==> src/cmp_regs_pkg.sv <==
// Package for the comparator control and status register bank
// Assumes an APB slave with 32-bit data, one register per aligned word
package cmp_regs_pkg;

  // ---------------------------------------------------------------
  // Register indices and bus widths
  // ---------------------------------------------------------------
  localparam logic [3:0] CTRL_IDX      = 4'h0;
  localparam logic [3:0] INSEL_IDX     = 4'h2;
  localparam logic [3:0] INTEN_IDX     = 4'h6;
  localparam logic [3:0] STATUS_IDX    = 4'h7;
  localparam logic [3:0] IRQMASK_IDX   = 4'h8;
  localparam logic [3:0] EVSTAT_IDX    = 4'h9;
  localparam int         ADDR_W        = 6;
  localparam int         DATA_W        = 32;

  // ---------------------------------------------------------------
  // Field positions
  // ---------------------------------------------------------------
  localparam int CTRL_ENABLE_BIT   = 0;
  localparam int CTRL_EDGE_LO      = 4;
  localparam int CTRL_STANDBY_BIT  = 7;
  localparam int INSEL_NEG_LO      = 0;
  localparam int INSEL_POS_BIT     = 3;
  localparam int INSEL_INVERT_BIT  = 7;
  localparam int INTEN_BIT         = 0;
  localparam int STATUS_FLAG_BIT   = 0;
  localparam int STATUS_STATE_BIT  = 4;

  // ---------------------------------------------------------------
  // Reset values and encodings
  // ---------------------------------------------------------------
  localparam logic [7:0] REG_RESET    = 8'h00;
  localparam logic [1:0] EDGE_ANY     = 2'h0;
  localparam logic [1:0] EDGE_FALL    = 2'h2;
  localparam logic [1:0] EDGE_RISE    = 2'h3;
  localparam logic       POS_PIN0     = 1'h0;
  localparam logic [1:0] NEG_PIN0     = 2'h0;
  localparam logic [1:0] NEG_VREF     = 2'h2;
  localparam int         SYNC_DELAY   = 3;

  // Analog mux selection sent to the comparator
  typedef struct packed {
    logic       pos_pin0;
    logic       neg_pin0;
    logic       neg_vref;
  } mux_sel_t;

  // Event status / mask layout
  typedef struct packed {
    logic       edge_seen;
  } irq_bits_t;

endpackage

==> src/comparator_ctrl_status_regs.sv <==
// Register bank and digital result path of the analog comparator
// Assumes an APB master on clock_i and an asynchronous comparator output
//
// Register access over APB is this design's own decision.
`timescale 1ns/1ps

// Operation
// [RULE1] Invert bit flips result for all consumers
// [RULE2] Positive select 0 routes positive pin zero
// [RULE3] Negative select 0 pin, 2 reference
// [RULE4] Interrupt enable bit zero at 0x06
// [RULE5] State bit four shows result level
// [RULE6] State passes synchroniser, three cycle delay
// [RULE7] Writing one to flag bit clears it
// [RULE8] Edge field picks which transitions set flag
// [RULE9] Request high while flag and enable set
// [RULE10] Standby: flag and state frozen without clock
// [RULE11] Result path works only when enabled
// [RULE12] Other status writes change nothing
module comparator_ctrl_status_regs (
  input  wire logic                              clock_i,
  input  wire logic                              resetn_i,
  input  wire logic                              psel_i,
  input  wire logic                              penable_i,
  input  wire logic                              pwrite_i,
  input  wire logic [cmp_regs_pkg::ADDR_W-1:0]   paddr_i,
  input  wire logic [cmp_regs_pkg::DATA_W-1:0]   pwdata_i,
  input  wire logic [3:0]                        pstrb_i,
  output logic      [cmp_regs_pkg::DATA_W-1:0]   prdata_o,
  output logic                                   pready_o,
  output logic                                   pslverr_o,
  input  wire logic                              comparator_raw_i,
  input  wire logic                              standby_i,
  output logic                                   comparator_enable_o,
  output cmp_regs_pkg::mux_sel_t                 mux_sel_o,
  output logic                                   irq_o,
  output logic                                   event_irq_o
);

  // ---------------------------------------------------------------
  // Registers
  // ---------------------------------------------------------------
  logic [7:0]  ctrl_reg;
  logic [7:0]  insel_reg;
  logic        inten_reg;
  logic        flag_reg;
  logic        state_reg;
  logic [1:0]  sync_reg;
  logic        prev_reg;
  logic        mask_reg;
  logic        evstat_reg;

  logic [3:0]  idx;
  logic        wr_en;
  logic        rd_en;
  logic        mapped;
  logic        run;
  logic        res_in;
  logic        rise;
  logic        fall;
  logic        edge_hit;
  logic        flag_clear;
  logic [1:0]  edge_mode;

  // Word index decode from byte address
  function automatic logic [3:0] word_index(input logic [cmp_regs_pkg::ADDR_W-1:0] a);
    word_index = a[cmp_regs_pkg::ADDR_W-1:2];
  endfunction

  // Byte lane zero carries every register
  assign idx        = word_index(paddr_i);
  assign wr_en      = psel_i && penable_i && pwrite_i && pstrb_i[0];
  assign rd_en      = psel_i && penable_i && !pwrite_i;
  assign mapped     = (idx == cmp_regs_pkg::CTRL_IDX) || (idx == cmp_regs_pkg::INSEL_IDX) ||
                      (idx == cmp_regs_pkg::INTEN_IDX) || (idx == cmp_regs_pkg::STATUS_IDX) ||
                      (idx == cmp_regs_pkg::IRQMASK_IDX) || (idx == cmp_regs_pkg::EVSTAT_IDX);
  assign edge_mode  = ctrl_reg[cmp_regs_pkg::CTRL_EDGE_LO +: 2];
  // Peripheral clock stops in standby whatever the run bit says,
  // so flag and state freeze there; the run bit only keeps the comparator on
  assign run        = ctrl_reg[cmp_regs_pkg::CTRL_ENABLE_BIT] &&                        // [RULE11]
                      !standby_i;                                                       // [RULE10]
  // Inversion applied before every consumer of the result
  assign res_in     = sync_reg[1] ^ insel_reg[cmp_regs_pkg::INSEL_INVERT_BIT];         // [RULE1]
  assign rise       = res_in && !prev_reg;
  assign fall       = !res_in && prev_reg;
  // Reserved code 0x1 never sets the flag
  always_comb begin
    unique case (edge_mode)
      cmp_regs_pkg::EDGE_ANY:  edge_hit = rise || fall;                                // [RULE8]
      cmp_regs_pkg::EDGE_FALL: edge_hit = fall;                                        // [RULE8]
      cmp_regs_pkg::EDGE_RISE: edge_hit = rise;                                        // [RULE8]
      default:                 edge_hit = 1'b0;
    endcase
  end
  assign flag_clear = wr_en && (idx == cmp_regs_pkg::STATUS_IDX) &&
                      pwdata_i[cmp_regs_pkg::STATUS_FLAG_BIT];                          // [RULE7]

  // ---------------------------------------------------------------
  // Software written control registers
  // ---------------------------------------------------------------
  always_ff @(posedge clock_i or negedge resetn_i) begin
    if (!resetn_i) begin
      ctrl_reg  <= cmp_regs_pkg::REG_RESET;
      insel_reg <= cmp_regs_pkg::REG_RESET;
      inten_reg <= 1'b0;
      mask_reg  <= 1'b0;
    end else if (wr_en) begin
      unique case (idx)
        cmp_regs_pkg::CTRL_IDX:    ctrl_reg  <= pwdata_i[7:0];
        cmp_regs_pkg::INSEL_IDX:   insel_reg <= pwdata_i[7:0];
        cmp_regs_pkg::INTEN_IDX:   inten_reg <= pwdata_i[cmp_regs_pkg::INTEN_BIT];    // [RULE4]
        cmp_regs_pkg::IRQMASK_IDX: mask_reg  <= pwdata_i[0];
        default: ;
      endcase
    end
  end

  // ---------------------------------------------------------------
  // Synchroniser and edge history
  // ---------------------------------------------------------------
  // Two flops resynchronise; the state bit itself is the third stage
  always_ff @(posedge clock_i or negedge resetn_i) begin
    if (!resetn_i) begin
      sync_reg <= 2'h0;
    end else begin
      sync_reg <= {sync_reg[0], comparator_raw_i};                                       // [RULE6]
    end
  end

  // State and edge history freeze when the path is not running
  always_ff @(posedge clock_i or negedge resetn_i) begin
    if (!resetn_i) begin
      state_reg <= 1'b0;
      prev_reg  <= 1'b0;
    end else if (run) begin
      state_reg <= res_in;                                                              // [RULE5] [RULE6]
      prev_reg  <= res_in;
    end
  end

  // ---------------------------------------------------------------
  // Interrupt flag
  // ---------------------------------------------------------------
  // An edge in the clearing cycle wins so no event is lost
  always_ff @(posedge clock_i or negedge resetn_i) begin
    if (!resetn_i) begin
      flag_reg <= 1'b0;
    end else if (run && edge_hit) begin
      flag_reg <= 1'b1;                                                                 // [RULE8]
    end else if (flag_clear) begin
      flag_reg <= 1'b0;                                                                 // [RULE7] [RULE12]
    end
  end

  // Sticky event copy, cleared by reading it
  always_ff @(posedge clock_i or negedge resetn_i) begin
    if (!resetn_i) begin
      evstat_reg <= 1'b0;
    end else if (run && edge_hit) begin
      evstat_reg <= 1'b1;
    end else if (rd_en && pready_o && idx == cmp_regs_pkg::EVSTAT_IDX) begin
      evstat_reg <= 1'b0;
    end
  end

  // ---------------------------------------------------------------
  // Outputs
  // ---------------------------------------------------------------
  always_ff @(posedge clock_i or negedge resetn_i) begin
    if (!resetn_i) begin
      irq_o               <= 1'b0;
      event_irq_o         <= 1'b0;
      comparator_enable_o <= 1'b0;
      mux_sel_o           <= '0;
    end else begin
      irq_o               <= flag_reg && inten_reg;                                    // [RULE9]
      event_irq_o         <= evstat_reg && mask_reg;
      // Without the run bit the comparator is switched off in standby
      comparator_enable_o <= ctrl_reg[cmp_regs_pkg::CTRL_ENABLE_BIT] &&                  // [RULE11]
                             (!standby_i || ctrl_reg[cmp_regs_pkg::CTRL_STANDBY_BIT]);   // [RULE10]
      // Reserved codes drive no input at all
      mux_sel_o.pos_pin0  <= insel_reg[cmp_regs_pkg::INSEL_POS_BIT] == cmp_regs_pkg::POS_PIN0; // [RULE2]
      mux_sel_o.neg_pin0  <= insel_reg[cmp_regs_pkg::INSEL_NEG_LO +: 2] == cmp_regs_pkg::NEG_PIN0; // [RULE3]
      mux_sel_o.neg_vref  <= insel_reg[cmp_regs_pkg::INSEL_NEG_LO +: 2] == cmp_regs_pkg::NEG_VREF; // [RULE3]
    end
  end

  // ---------------------------------------------------------------
  // APB answer: no wait state, so every access takes two cycles
  // ---------------------------------------------------------------
  always_ff @(posedge clock_i or negedge resetn_i) begin
    if (!resetn_i) begin
      pready_o       <= 1'b0;
      pslverr_o      <= 1'b0;
      prdata_o       <= '0;
    end else begin
      pready_o       <= psel_i && !penable_i;
      pslverr_o      <= psel_i && !penable_i && !mapped;
      if (psel_i && !penable_i && !pwrite_i) begin
        unique case (idx)
          cmp_regs_pkg::CTRL_IDX:    prdata_o <= {24'h0, ctrl_reg};
          cmp_regs_pkg::INSEL_IDX:   prdata_o <= {24'h0, insel_reg};
          cmp_regs_pkg::INTEN_IDX:   prdata_o <= {31'h0, inten_reg};
          cmp_regs_pkg::STATUS_IDX:  prdata_o <= {27'h0, state_reg, 3'h0, flag_reg};   // [RULE5]
          cmp_regs_pkg::IRQMASK_IDX: prdata_o <= {31'h0, mask_reg};
          cmp_regs_pkg::EVSTAT_IDX:  prdata_o <= {31'h0, evstat_reg};
          default:                   prdata_o <= '0;
        endcase
      end else begin
        prdata_o <= '0;
      end
    end
  end

  // ---------------------------------------------------------------
  // Checks
  // ---------------------------------------------------------------
  irq_follows_flag_a: assert property (@(posedge clock_i) disable iff (!resetn_i) // [RULE9]
    ##1 irq_o == $past(flag_reg && inten_reg))
    else $error("irq not following flag and enable");

  flag_clear_a: assert property (@(posedge clock_i) disable iff (!resetn_i) // [RULE7]
    flag_clear && !(run && edge_hit) |=> !flag_reg)
    else $error("flag not cleared by write one");

  flag_hold_a: assert property (@(posedge clock_i) disable iff (!resetn_i) // [RULE12]
    !flag_clear && !(run && edge_hit) |=> flag_reg == $past(flag_reg))
    else $error("flag changed without cause");

  rise_sets_a: assert property (@(posedge clock_i) disable iff (!resetn_i) // [RULE8]
    run && rise && edge_mode == cmp_regs_pkg::EDGE_RISE |=> flag_reg)
    else $error("rising edge did not set flag");

  fall_only_a: assert property (@(posedge clock_i) disable iff (!resetn_i) // [RULE8]
    !flag_reg && run && rise && !fall && edge_mode == cmp_regs_pkg::EDGE_FALL && !flag_clear |=> !flag_reg)
    else $error("rising edge set flag in falling mode");

  state_delay_a: assert property (@(posedge clock_i) disable iff (!resetn_i) // [RULE6]
    run ##1 run ##1 run |->
      state_reg == ($past(comparator_raw_i, cmp_regs_pkg::SYNC_DELAY) ^
                    $past(insel_reg[cmp_regs_pkg::INSEL_INVERT_BIT], 1)))
    else $error("state bit not three cycles behind input");

  disabled_freeze_a: assert property (@(posedge clock_i) disable iff (!resetn_i) // [RULE11]
    !ctrl_reg[cmp_regs_pkg::CTRL_ENABLE_BIT] |=> $stable(state_reg) && !$rose(flag_reg))
    else $error("result path active while disabled");

  standby_freeze_a: assert property (@(posedge clock_i) disable iff (!resetn_i) // [RULE10]
    standby_i && ctrl_reg[cmp_regs_pkg::CTRL_STANDBY_BIT] |=> $stable(state_reg))
    else $error("state updated in standby");

  mux_vref_a: assert property (@(posedge clock_i) disable iff (!resetn_i) // [RULE3]
    insel_reg[cmp_regs_pkg::INSEL_NEG_LO +: 2] == cmp_regs_pkg::NEG_VREF |=> mux_sel_o.neg_vref && !mux_sel_o.neg_pin0)
    else $error("reference not selected");

  mux_pos_a: assert property (@(posedge clock_i) disable iff (!resetn_i) // [RULE2]
    insel_reg[cmp_regs_pkg::INSEL_POS_BIT] |=> !mux_sel_o.pos_pin0)
    else $error("reserved positive code drove a pin");

  // ---------------------------------------------------------------
  // Register and result path checks
  // ---------------------------------------------------------------
  neg_reserved_a: assert property (@(posedge clock_i) disable iff (!resetn_i) // [RULE3]
    insel_reg[cmp_regs_pkg::INSEL_NEG_LO] |=> !mux_sel_o.neg_pin0 && !mux_sel_o.neg_vref)
    else $error("reserved negative code drove an input");

  inten_write_a: assert property (@(posedge clock_i) disable iff (!resetn_i) // [RULE4]
    wr_en && idx == cmp_regs_pkg::INTEN_IDX |=> inten_reg == $past(pwdata_i[cmp_regs_pkg::INTEN_BIT]))
    else $error("interrupt enable write lost");

  invert_path_a: assert property (@(posedge clock_i) disable iff (!resetn_i) // [RULE1]
    run |=> state_reg == ($past(sync_reg[1]) ^ $past(insel_reg[cmp_regs_pkg::INSEL_INVERT_BIT])))
    else $error("state bit not the inverted result");

  irq_held_a: assert property (@(posedge clock_i) disable iff (!resetn_i) // [RULE9]
    flag_reg && inten_reg |=> irq_o)
    else $error("request dropped while flag set");

  standby_flag_a: assert property (@(posedge clock_i) disable iff (!resetn_i) // [RULE10]
    standby_i |=> !$rose(flag_reg))
    else $error("flag set in standby");

  standby_cmp_off_a: assert property (@(posedge clock_i) disable iff (!resetn_i) // [RULE10]
    standby_i && !ctrl_reg[cmp_regs_pkg::CTRL_STANDBY_BIT] |=> !comparator_enable_o)
    else $error("comparator left on in standby");

  event_clear_a: assert property (@(posedge clock_i) disable iff (!resetn_i)
    rd_en && pready_o && idx == cmp_regs_pkg::EVSTAT_IDX && !(run && edge_hit) |=> !evstat_reg)
    else $error("event status not cleared by read");

  // ---------------------------------------------------------------
  // Bus answer checks
  // ---------------------------------------------------------------
  pready_pulse_a: assert property (@(posedge clock_i) disable iff (!resetn_i)
    pready_o |=> !pready_o)
    else $error("ready held longer than one cycle");

  unmapped_error_a: assert property (@(posedge clock_i) disable iff (!resetn_i)
    psel_i && !penable_i && !mapped |=> pready_o && pslverr_o)
    else $error("unmapped access without error");

  mapped_ok_a: assert property (@(posedge clock_i) disable iff (!resetn_i)
    psel_i && !penable_i && mapped |=> pready_o && !pslverr_o)
    else $error("mapped access answered wrongly");

  status_read_a: assert property (@(posedge clock_i) disable iff (!resetn_i) // [RULE5]
    psel_i && !penable_i && !pwrite_i && idx == cmp_regs_pkg::STATUS_IDX |=>
      prdata_o[cmp_regs_pkg::STATUS_STATE_BIT] == $past(state_reg) &&
      prdata_o[cmp_regs_pkg::STATUS_FLAG_BIT] == $past(flag_reg))
    else $error("status read data wrong");

endmodule

==> config.mk <==
export PLATFORM = sky130hd
export DESIGN_NAME = comparator_ctrl_status_regs
export DESIGN_NICKNAME = d
export VERILOG_FILES = /design/src/cmp_regs_pkg.sv /design/src/comparator_ctrl_status_regs.sv
export SDC_FILE = /design/constraint.sdc
export NUM_CORES = 1
export LEC_CHECK = 0
export ABC_AREA = 1
export BUFFER_PORTS_ARGS = -buffer_cell sky130_fd_sc_hd__buf_4
export CORE_AREA = 2 2 81 83
export DETAILED_ROUTE_END_ITERATION = 10
export DIE_AREA = 0 0 83 85
export SYNTH_ARGS = -nofsm -noshare
export SYNTH_HDL_FRONTEND = slang
export SYNTH_SLANG_ARGS = --single-unit
==> constraint.sdc <==
create_clock -name clock_i -period 2.4 [get_ports clock_i]
set_input_delay 0.48 -clock clock_i [delete_from_list [all_inputs] [get_ports clock_i]]
set_output_delay 0.48 -clock clock_i [all_outputs]
set_load 0.03 [all_outputs]
==> results of run 1 <==
synthesized netlist by cell type, drive strengths merged:
cell type and count:
nand2 43, dfrtp 39, inv 33, buf 26, o21ai 24, nor2 23
nand3 9, o22ai 6, a21oi 2, ha 2, nand4 2, nor3 2
a21boi 1, conb 1, xor2 1
report_power, final:
part | switching (W) | total, W | internal [W] | leakage, nW
Sequential | 0.0000235 | 0.000739 | 0.000716 | 0.457
Clock | 0.000214 | 0.000418 | 0.000204 | 0.0422
Combinational | 0.000191 | 0.000275 | 0.0000838 | 0.682
per-stage QoR:
stage | cell area [µm²] | hold slack (ns)
after floorplan | 1990 | 0.184
after global placement | 2150 | 0.334
after detailed placement | 2150 | 0.337
after CTS | 2230 | 0.171
after global routing | 2230 | 0.189
final | 2230 | 0.162
cell families after synthesis:
family | count (synthesis)
flip-flops | 39
buffers and inverters | 59
adder cells (fa/ha/maj) | 2
other | 1
AND/OR/NAND/NOR | 79
XOR/XNOR | 1
AO/OA/AOI/OAI | 33
worst min path at each step:
stage                                endpoint  cells after the start  slack (ns)         from
after global routing             mux_sel_o[0]                      1        0.19     resetn_i
after CTS                        mux_sel_o[0]                      1        0.17     resetn_i
after global placement            sync_reg[1]                      0        0.33  sync_reg[0]
final                            mux_sel_o[0]                      1        0.16     resetn_i
after detailed placement          sync_reg[1]                      0        0.34  sync_reg[0]
after floorplan           comparator_enable_o                      0        0.18     resetn_i
cells in the final DEF (no fill, tap or decap), drive strengths merged, types with 6 or more instances in the layout:
cell type and count:
o22ai 6, nor2 23, o21ai 24, inv 33, nand3 9, conb 24
dfrtp 39, buf 35, nand2 43, clkbuf 7
metal layers:
metal / vias up / wire (µm) / global-route usage (%)
met3: 2 / 232 / 4.18
met1: 643 / 1630 / 14.4
met4: 0 / 21 / 2.68
met5: - / 0 / 0
met2: 44 / 1710 / 17.2
li1: 696 / - / -
final cells by class:
class	instances	share of cell area [%]
clock buffer	7	3.43
clock inverter	1	0.225
inverter	33	5.56
multi-input combinational	139	30.9
sequential	39	43.8
tap	77	4.32
timing repair buffer	35	11.8
worst register-to-register path: cells and delay by family, from the launching register on:
kind,cells,cell delay (ns)
flip-flops,1,0.38
AO/OA/AOI/OAI,1,0.16
adder cells (fa/ha/maj),1,0.28
XOR/XNOR,1,0.26
AND/OR/NAND/NOR,2,0.25
==> run metrics, run 1 <==
GRT Resource Usage Total 11.0%; mean area per synthesized cell 8.92 µm²; total chip power 0.00143 W; Rows 29; wirelength, routed 3590 µm; IO buf count 35; drt first pass iters 4; synthesized cell area 1910 µm²; hold_buf cts 0; Crit. End Element flop; f_max 712 MHz; reg2reg end flag_reg; post-synthesis compound-gate area fraction 9.57%; pre-CTS setup slack 0.772 ns; CTS buffer count 5; Top delay family on crit path flip-flops; area grow syn2layout 16.8%; DP HPWL 2700 µm; antenna violations before repair 0; XOR/XNOR Fraction of Synth Area 0.459%; antenna cell count 0; crit share post-route 58.5%; Syn. warnings 0; power per cell area 643 nW/µm²; CTS sink cnt 39; minimum clock period 1.40 ns; share of cells above drive strength 1 20.5%; Initial Util 30.8%; Yosys reg bits 39; Post-CTS Resized 0; Die Width 83 µm; Final Max Tran Viols 0; Final Wtd Congestion 0.854; final hold vios 0; CP startpoint sync_reg[1]; Final Skew 0.00296 ns; final setup violation count 0; WP data arrival 1.62 ns; max-cap violations 0; fin cells 331; Total Nets Final 304; worst setup margin 0.996 ns; number of global-route vias before repair 1335; CP max-delay cell dfrtp_1; FF-to-FF Start sync_reg[1]; Die H 85 µm; Worst Setup Path Type reg -> reg; dpl cells 323; Storage cell area 976 µm²; Worst Path Required 2.62 ns; DIE AREA 7060 µm²; Vias 1385; r2r worst-path depth 5; Post-CTS Setup Bufs 0; largest family of logic cells by synthesized area simple AND/OR/NAND/NOR gates; later-pin clock latency in the skew report 0.28 ns; CP Depth 5; Max FO, Critical Path 3; drt wl/cell 10.8 µm; multi-input gate area in the final layout 688 µm²; Yosys cell types 25; unrepaired setup endpoints after global routing false; VDD IR max 0.221 mV; hold crit path type in -> async; Seq/Total Area, Yosys 51.1%; clk slew on worst S/H paths 0.07 ns; simple-gate area share of the yosys netlist 20.0%; CTS tree done; area fraction of the dominant cell type after synthesis 51.1%; Core Util, Final 35.9%; ranking of synthesized cells by area dfrtp_1 (51%), buf_4 (9.4%), nand2_1 (8.1%), inv_1 (6.3%), o21ai_0 (5.8%); post-route ant nets 0; Yosys top cell by area dfrtp_1; # IOs 89; largest net degree at the start of global routing 40; Root Driver clkbuf_8; CORE AREA 6200 µm²; Post-Syn Instances 214; Detailed Route Iter0 Violations 69; first-pass GRT wire length 6190 µm; max incr delay on CP 0.38 ns; critical path cell sequence xor2_1 -> ha_1 -> o21ai_0 -> nand3_1 -> nand2_1; Vias/cell 4.18; DRC 0; adder-cell share of the synthesized area 1.31%; number of buffers and inverters on the critical path 0; Longest Clk Path Bufs 2; P_leak 1.18 nW; multiplexer share of the synthesized area 0%; Setup TNS Final 0 ns; Critical Path End flag_reg; status complete, no violations; gr ovfl total 0; CP Launch Type flop; htree depth 2; R2R setup slack 1.0 ns; fill cell count 650
Note: power is estimated with default switching activity, not from simulation.
==> run 2: changes to the inputs <==
==> constraint.sdc (replaced) <==
create_clock -name clock_i -period 1.3 [get_ports clock_i]
set_input_delay 0.26 -clock clock_i [delete_from_list [all_inputs] [get_ports clock_i]]
set_output_delay 0.26 -clock clock_i [all_outputs]
set_load 0.03 [all_outputs]
==> run metrics, run 2 (synthesis results as in run 1) <==
status complete, no violations; power per cell area 1170 nW/µm²; Root Driver clkbuf_8; most frequent cells in the layout nand2_1 (40), dfrtp_1 (39), buf_4 (39); minimum clock period 1.28 ns; worst hold stages 1; first-pass GRT wire length 6240 µm; DRC 0; antenna cell count 0; fin cells 337; DP HPWL 2780 µm; Final Wtd Congestion 0.831; post-route ant nets 0; Die H 85 µm; WP data arrival 1.51 ns; htree depth 2; Core Util, Final 37.3%; wire length on met2 1840 µm; CP Launch Type flop; unrepaired setup endpoints after global routing true; final setup violation count 0; Crit. End Element flop; CORE AREA 6200 µm²; DIE AREA 7060 µm²; antenna violations before repair 0; Final Skew 0.00384 ns; Rows 29; wirelength, routed 3770 µm; Vias 1422; VDD IR max 0.538 mV; Total Nets Final 310; IO buf count 35; r2r worst-path depth 5; clk slew on worst S/H paths 0.08 ns; largest net degree at the start of global routing 40; f_max 782 MHz; CTS tree done; pre-CTS setup slack -0.0878 ns; Die Width 83 µm; max-cap violations 0; drt wl/cell 11.2 µm; area grow syn2layout 21.3%; Detailed Route Iter0 Violations 36; Post-CTS Setup Bufs 0; hold crit path type in -> reg; wire length on met3 239 µm; Worst Setup Path Type reg -> reg; dpl cells 328; gr ovfl total 0; worst setup margin 0.0211 ns; final hold vios 0; GRT Resource Usage Total 11.1%; later-pin clock latency in the skew report 0.30 ns; P_leak 1.23 nW; total chip power 0.00271 W; crit share post-route 98.4%; Vias/cell 4.22; Max FO, Critical Path 3; Final Max Tran Viols 0; Worst Path Required 1.54 ns; CTS buffer count 5; commonest non-fill, non-tap cell in the layout nand2_1; CTS sink cnt 39; Metal-1 WL 1630 µm; number of global-route vias before repair 1411; share of cells above drive strength 1 24.6%; drt first pass iters 5; Longest Clk Path Bufs 2; Top Layer Used met4; Initial Util 30.8%; # IOs 89
==> run 2: changes by cell type in the layout (fill, tap and decap cells not counted), moves of 2 or more <==
cell	delta
nand3_1	-2
clkbuf_1	-2
clkinv_2	+2
nand3_2	+2
buf_4	+4
==> run 2: metal layers <==
layer / track usage, % / vias up
li1: - / 707
met1: 13.1 / 664
met2: 19.1 / 44
met3: 3.60 / 7
met4: 4.02 / 0
met5: 0 / -
==> run 2: area by class of cell <==
class	instances	area, µm²
clock inverters	3	15.0
repair buffers	41	323
flip-flops and latches	39	976
multi-input cells	139	712
fillers	653	3890
inverters	33	124
well taps	77	96.3
clock buffers	5	68.8
==> run 2: stage by stage <==
stage | hold slack (ns) | area [µm²] | TNS, ns
CTS | 0.0633 | 2300 | 0
floorplan | -0.0356 | 1990 | 0
finish | 0.0649 | 2310 | 0
detailed placement | 0.264 | 2200 | -0.174
global placement | 0.268 | 2200 | -0.0548
global route | 0.0572 | 2310 | -0.0854
==> run 2: final timing paths <==
check	slack, ns	end	start
worst max-delay path	0.02	evstat_reg	sync_reg[1]
worst min-delay path	0.06	sync_reg[0]	comparator_raw_i
worst max register to register	0.02	evstat_reg	sync_reg[1]
worst min register to register	0.36	sync_reg[1]	sync_reg[0]
max in group asynchronous	0.50	insel_reg[6]	resetn_i
min in group asynchronous	0.47	mux_sel_o[0]	resetn_i
==> run 2: repair_timing <==
| item | in CTS | in global routing |
|---|---|---|
| hold buffers | 1 | 0 |
| pin swaps | 5 | 2 |
| endpoints found under the hold margin | 39 | 0 |
| gates resized for setup | 3 | 3 |
| setup endpoints to repair | 2 | 2 |
==> run 2: report_power, final <==
group | switching [W] | total, W | internal [W]
Sequential | 0.0000492 | 0.00137 | 0.00132
Combinational | 0.000365 | 0.000537 | 0.000171
Clock | 0.000431 | 0.000798 | 0.000367
==> run 2: critical path: stages (launching register included) <==
cell and delay [ns]:
dfrtp_1 0.40, xor2_2 0.19, ha_1 0.29, o21ai_2 0.13, nand3_2 0.12, nand2_1 0.08
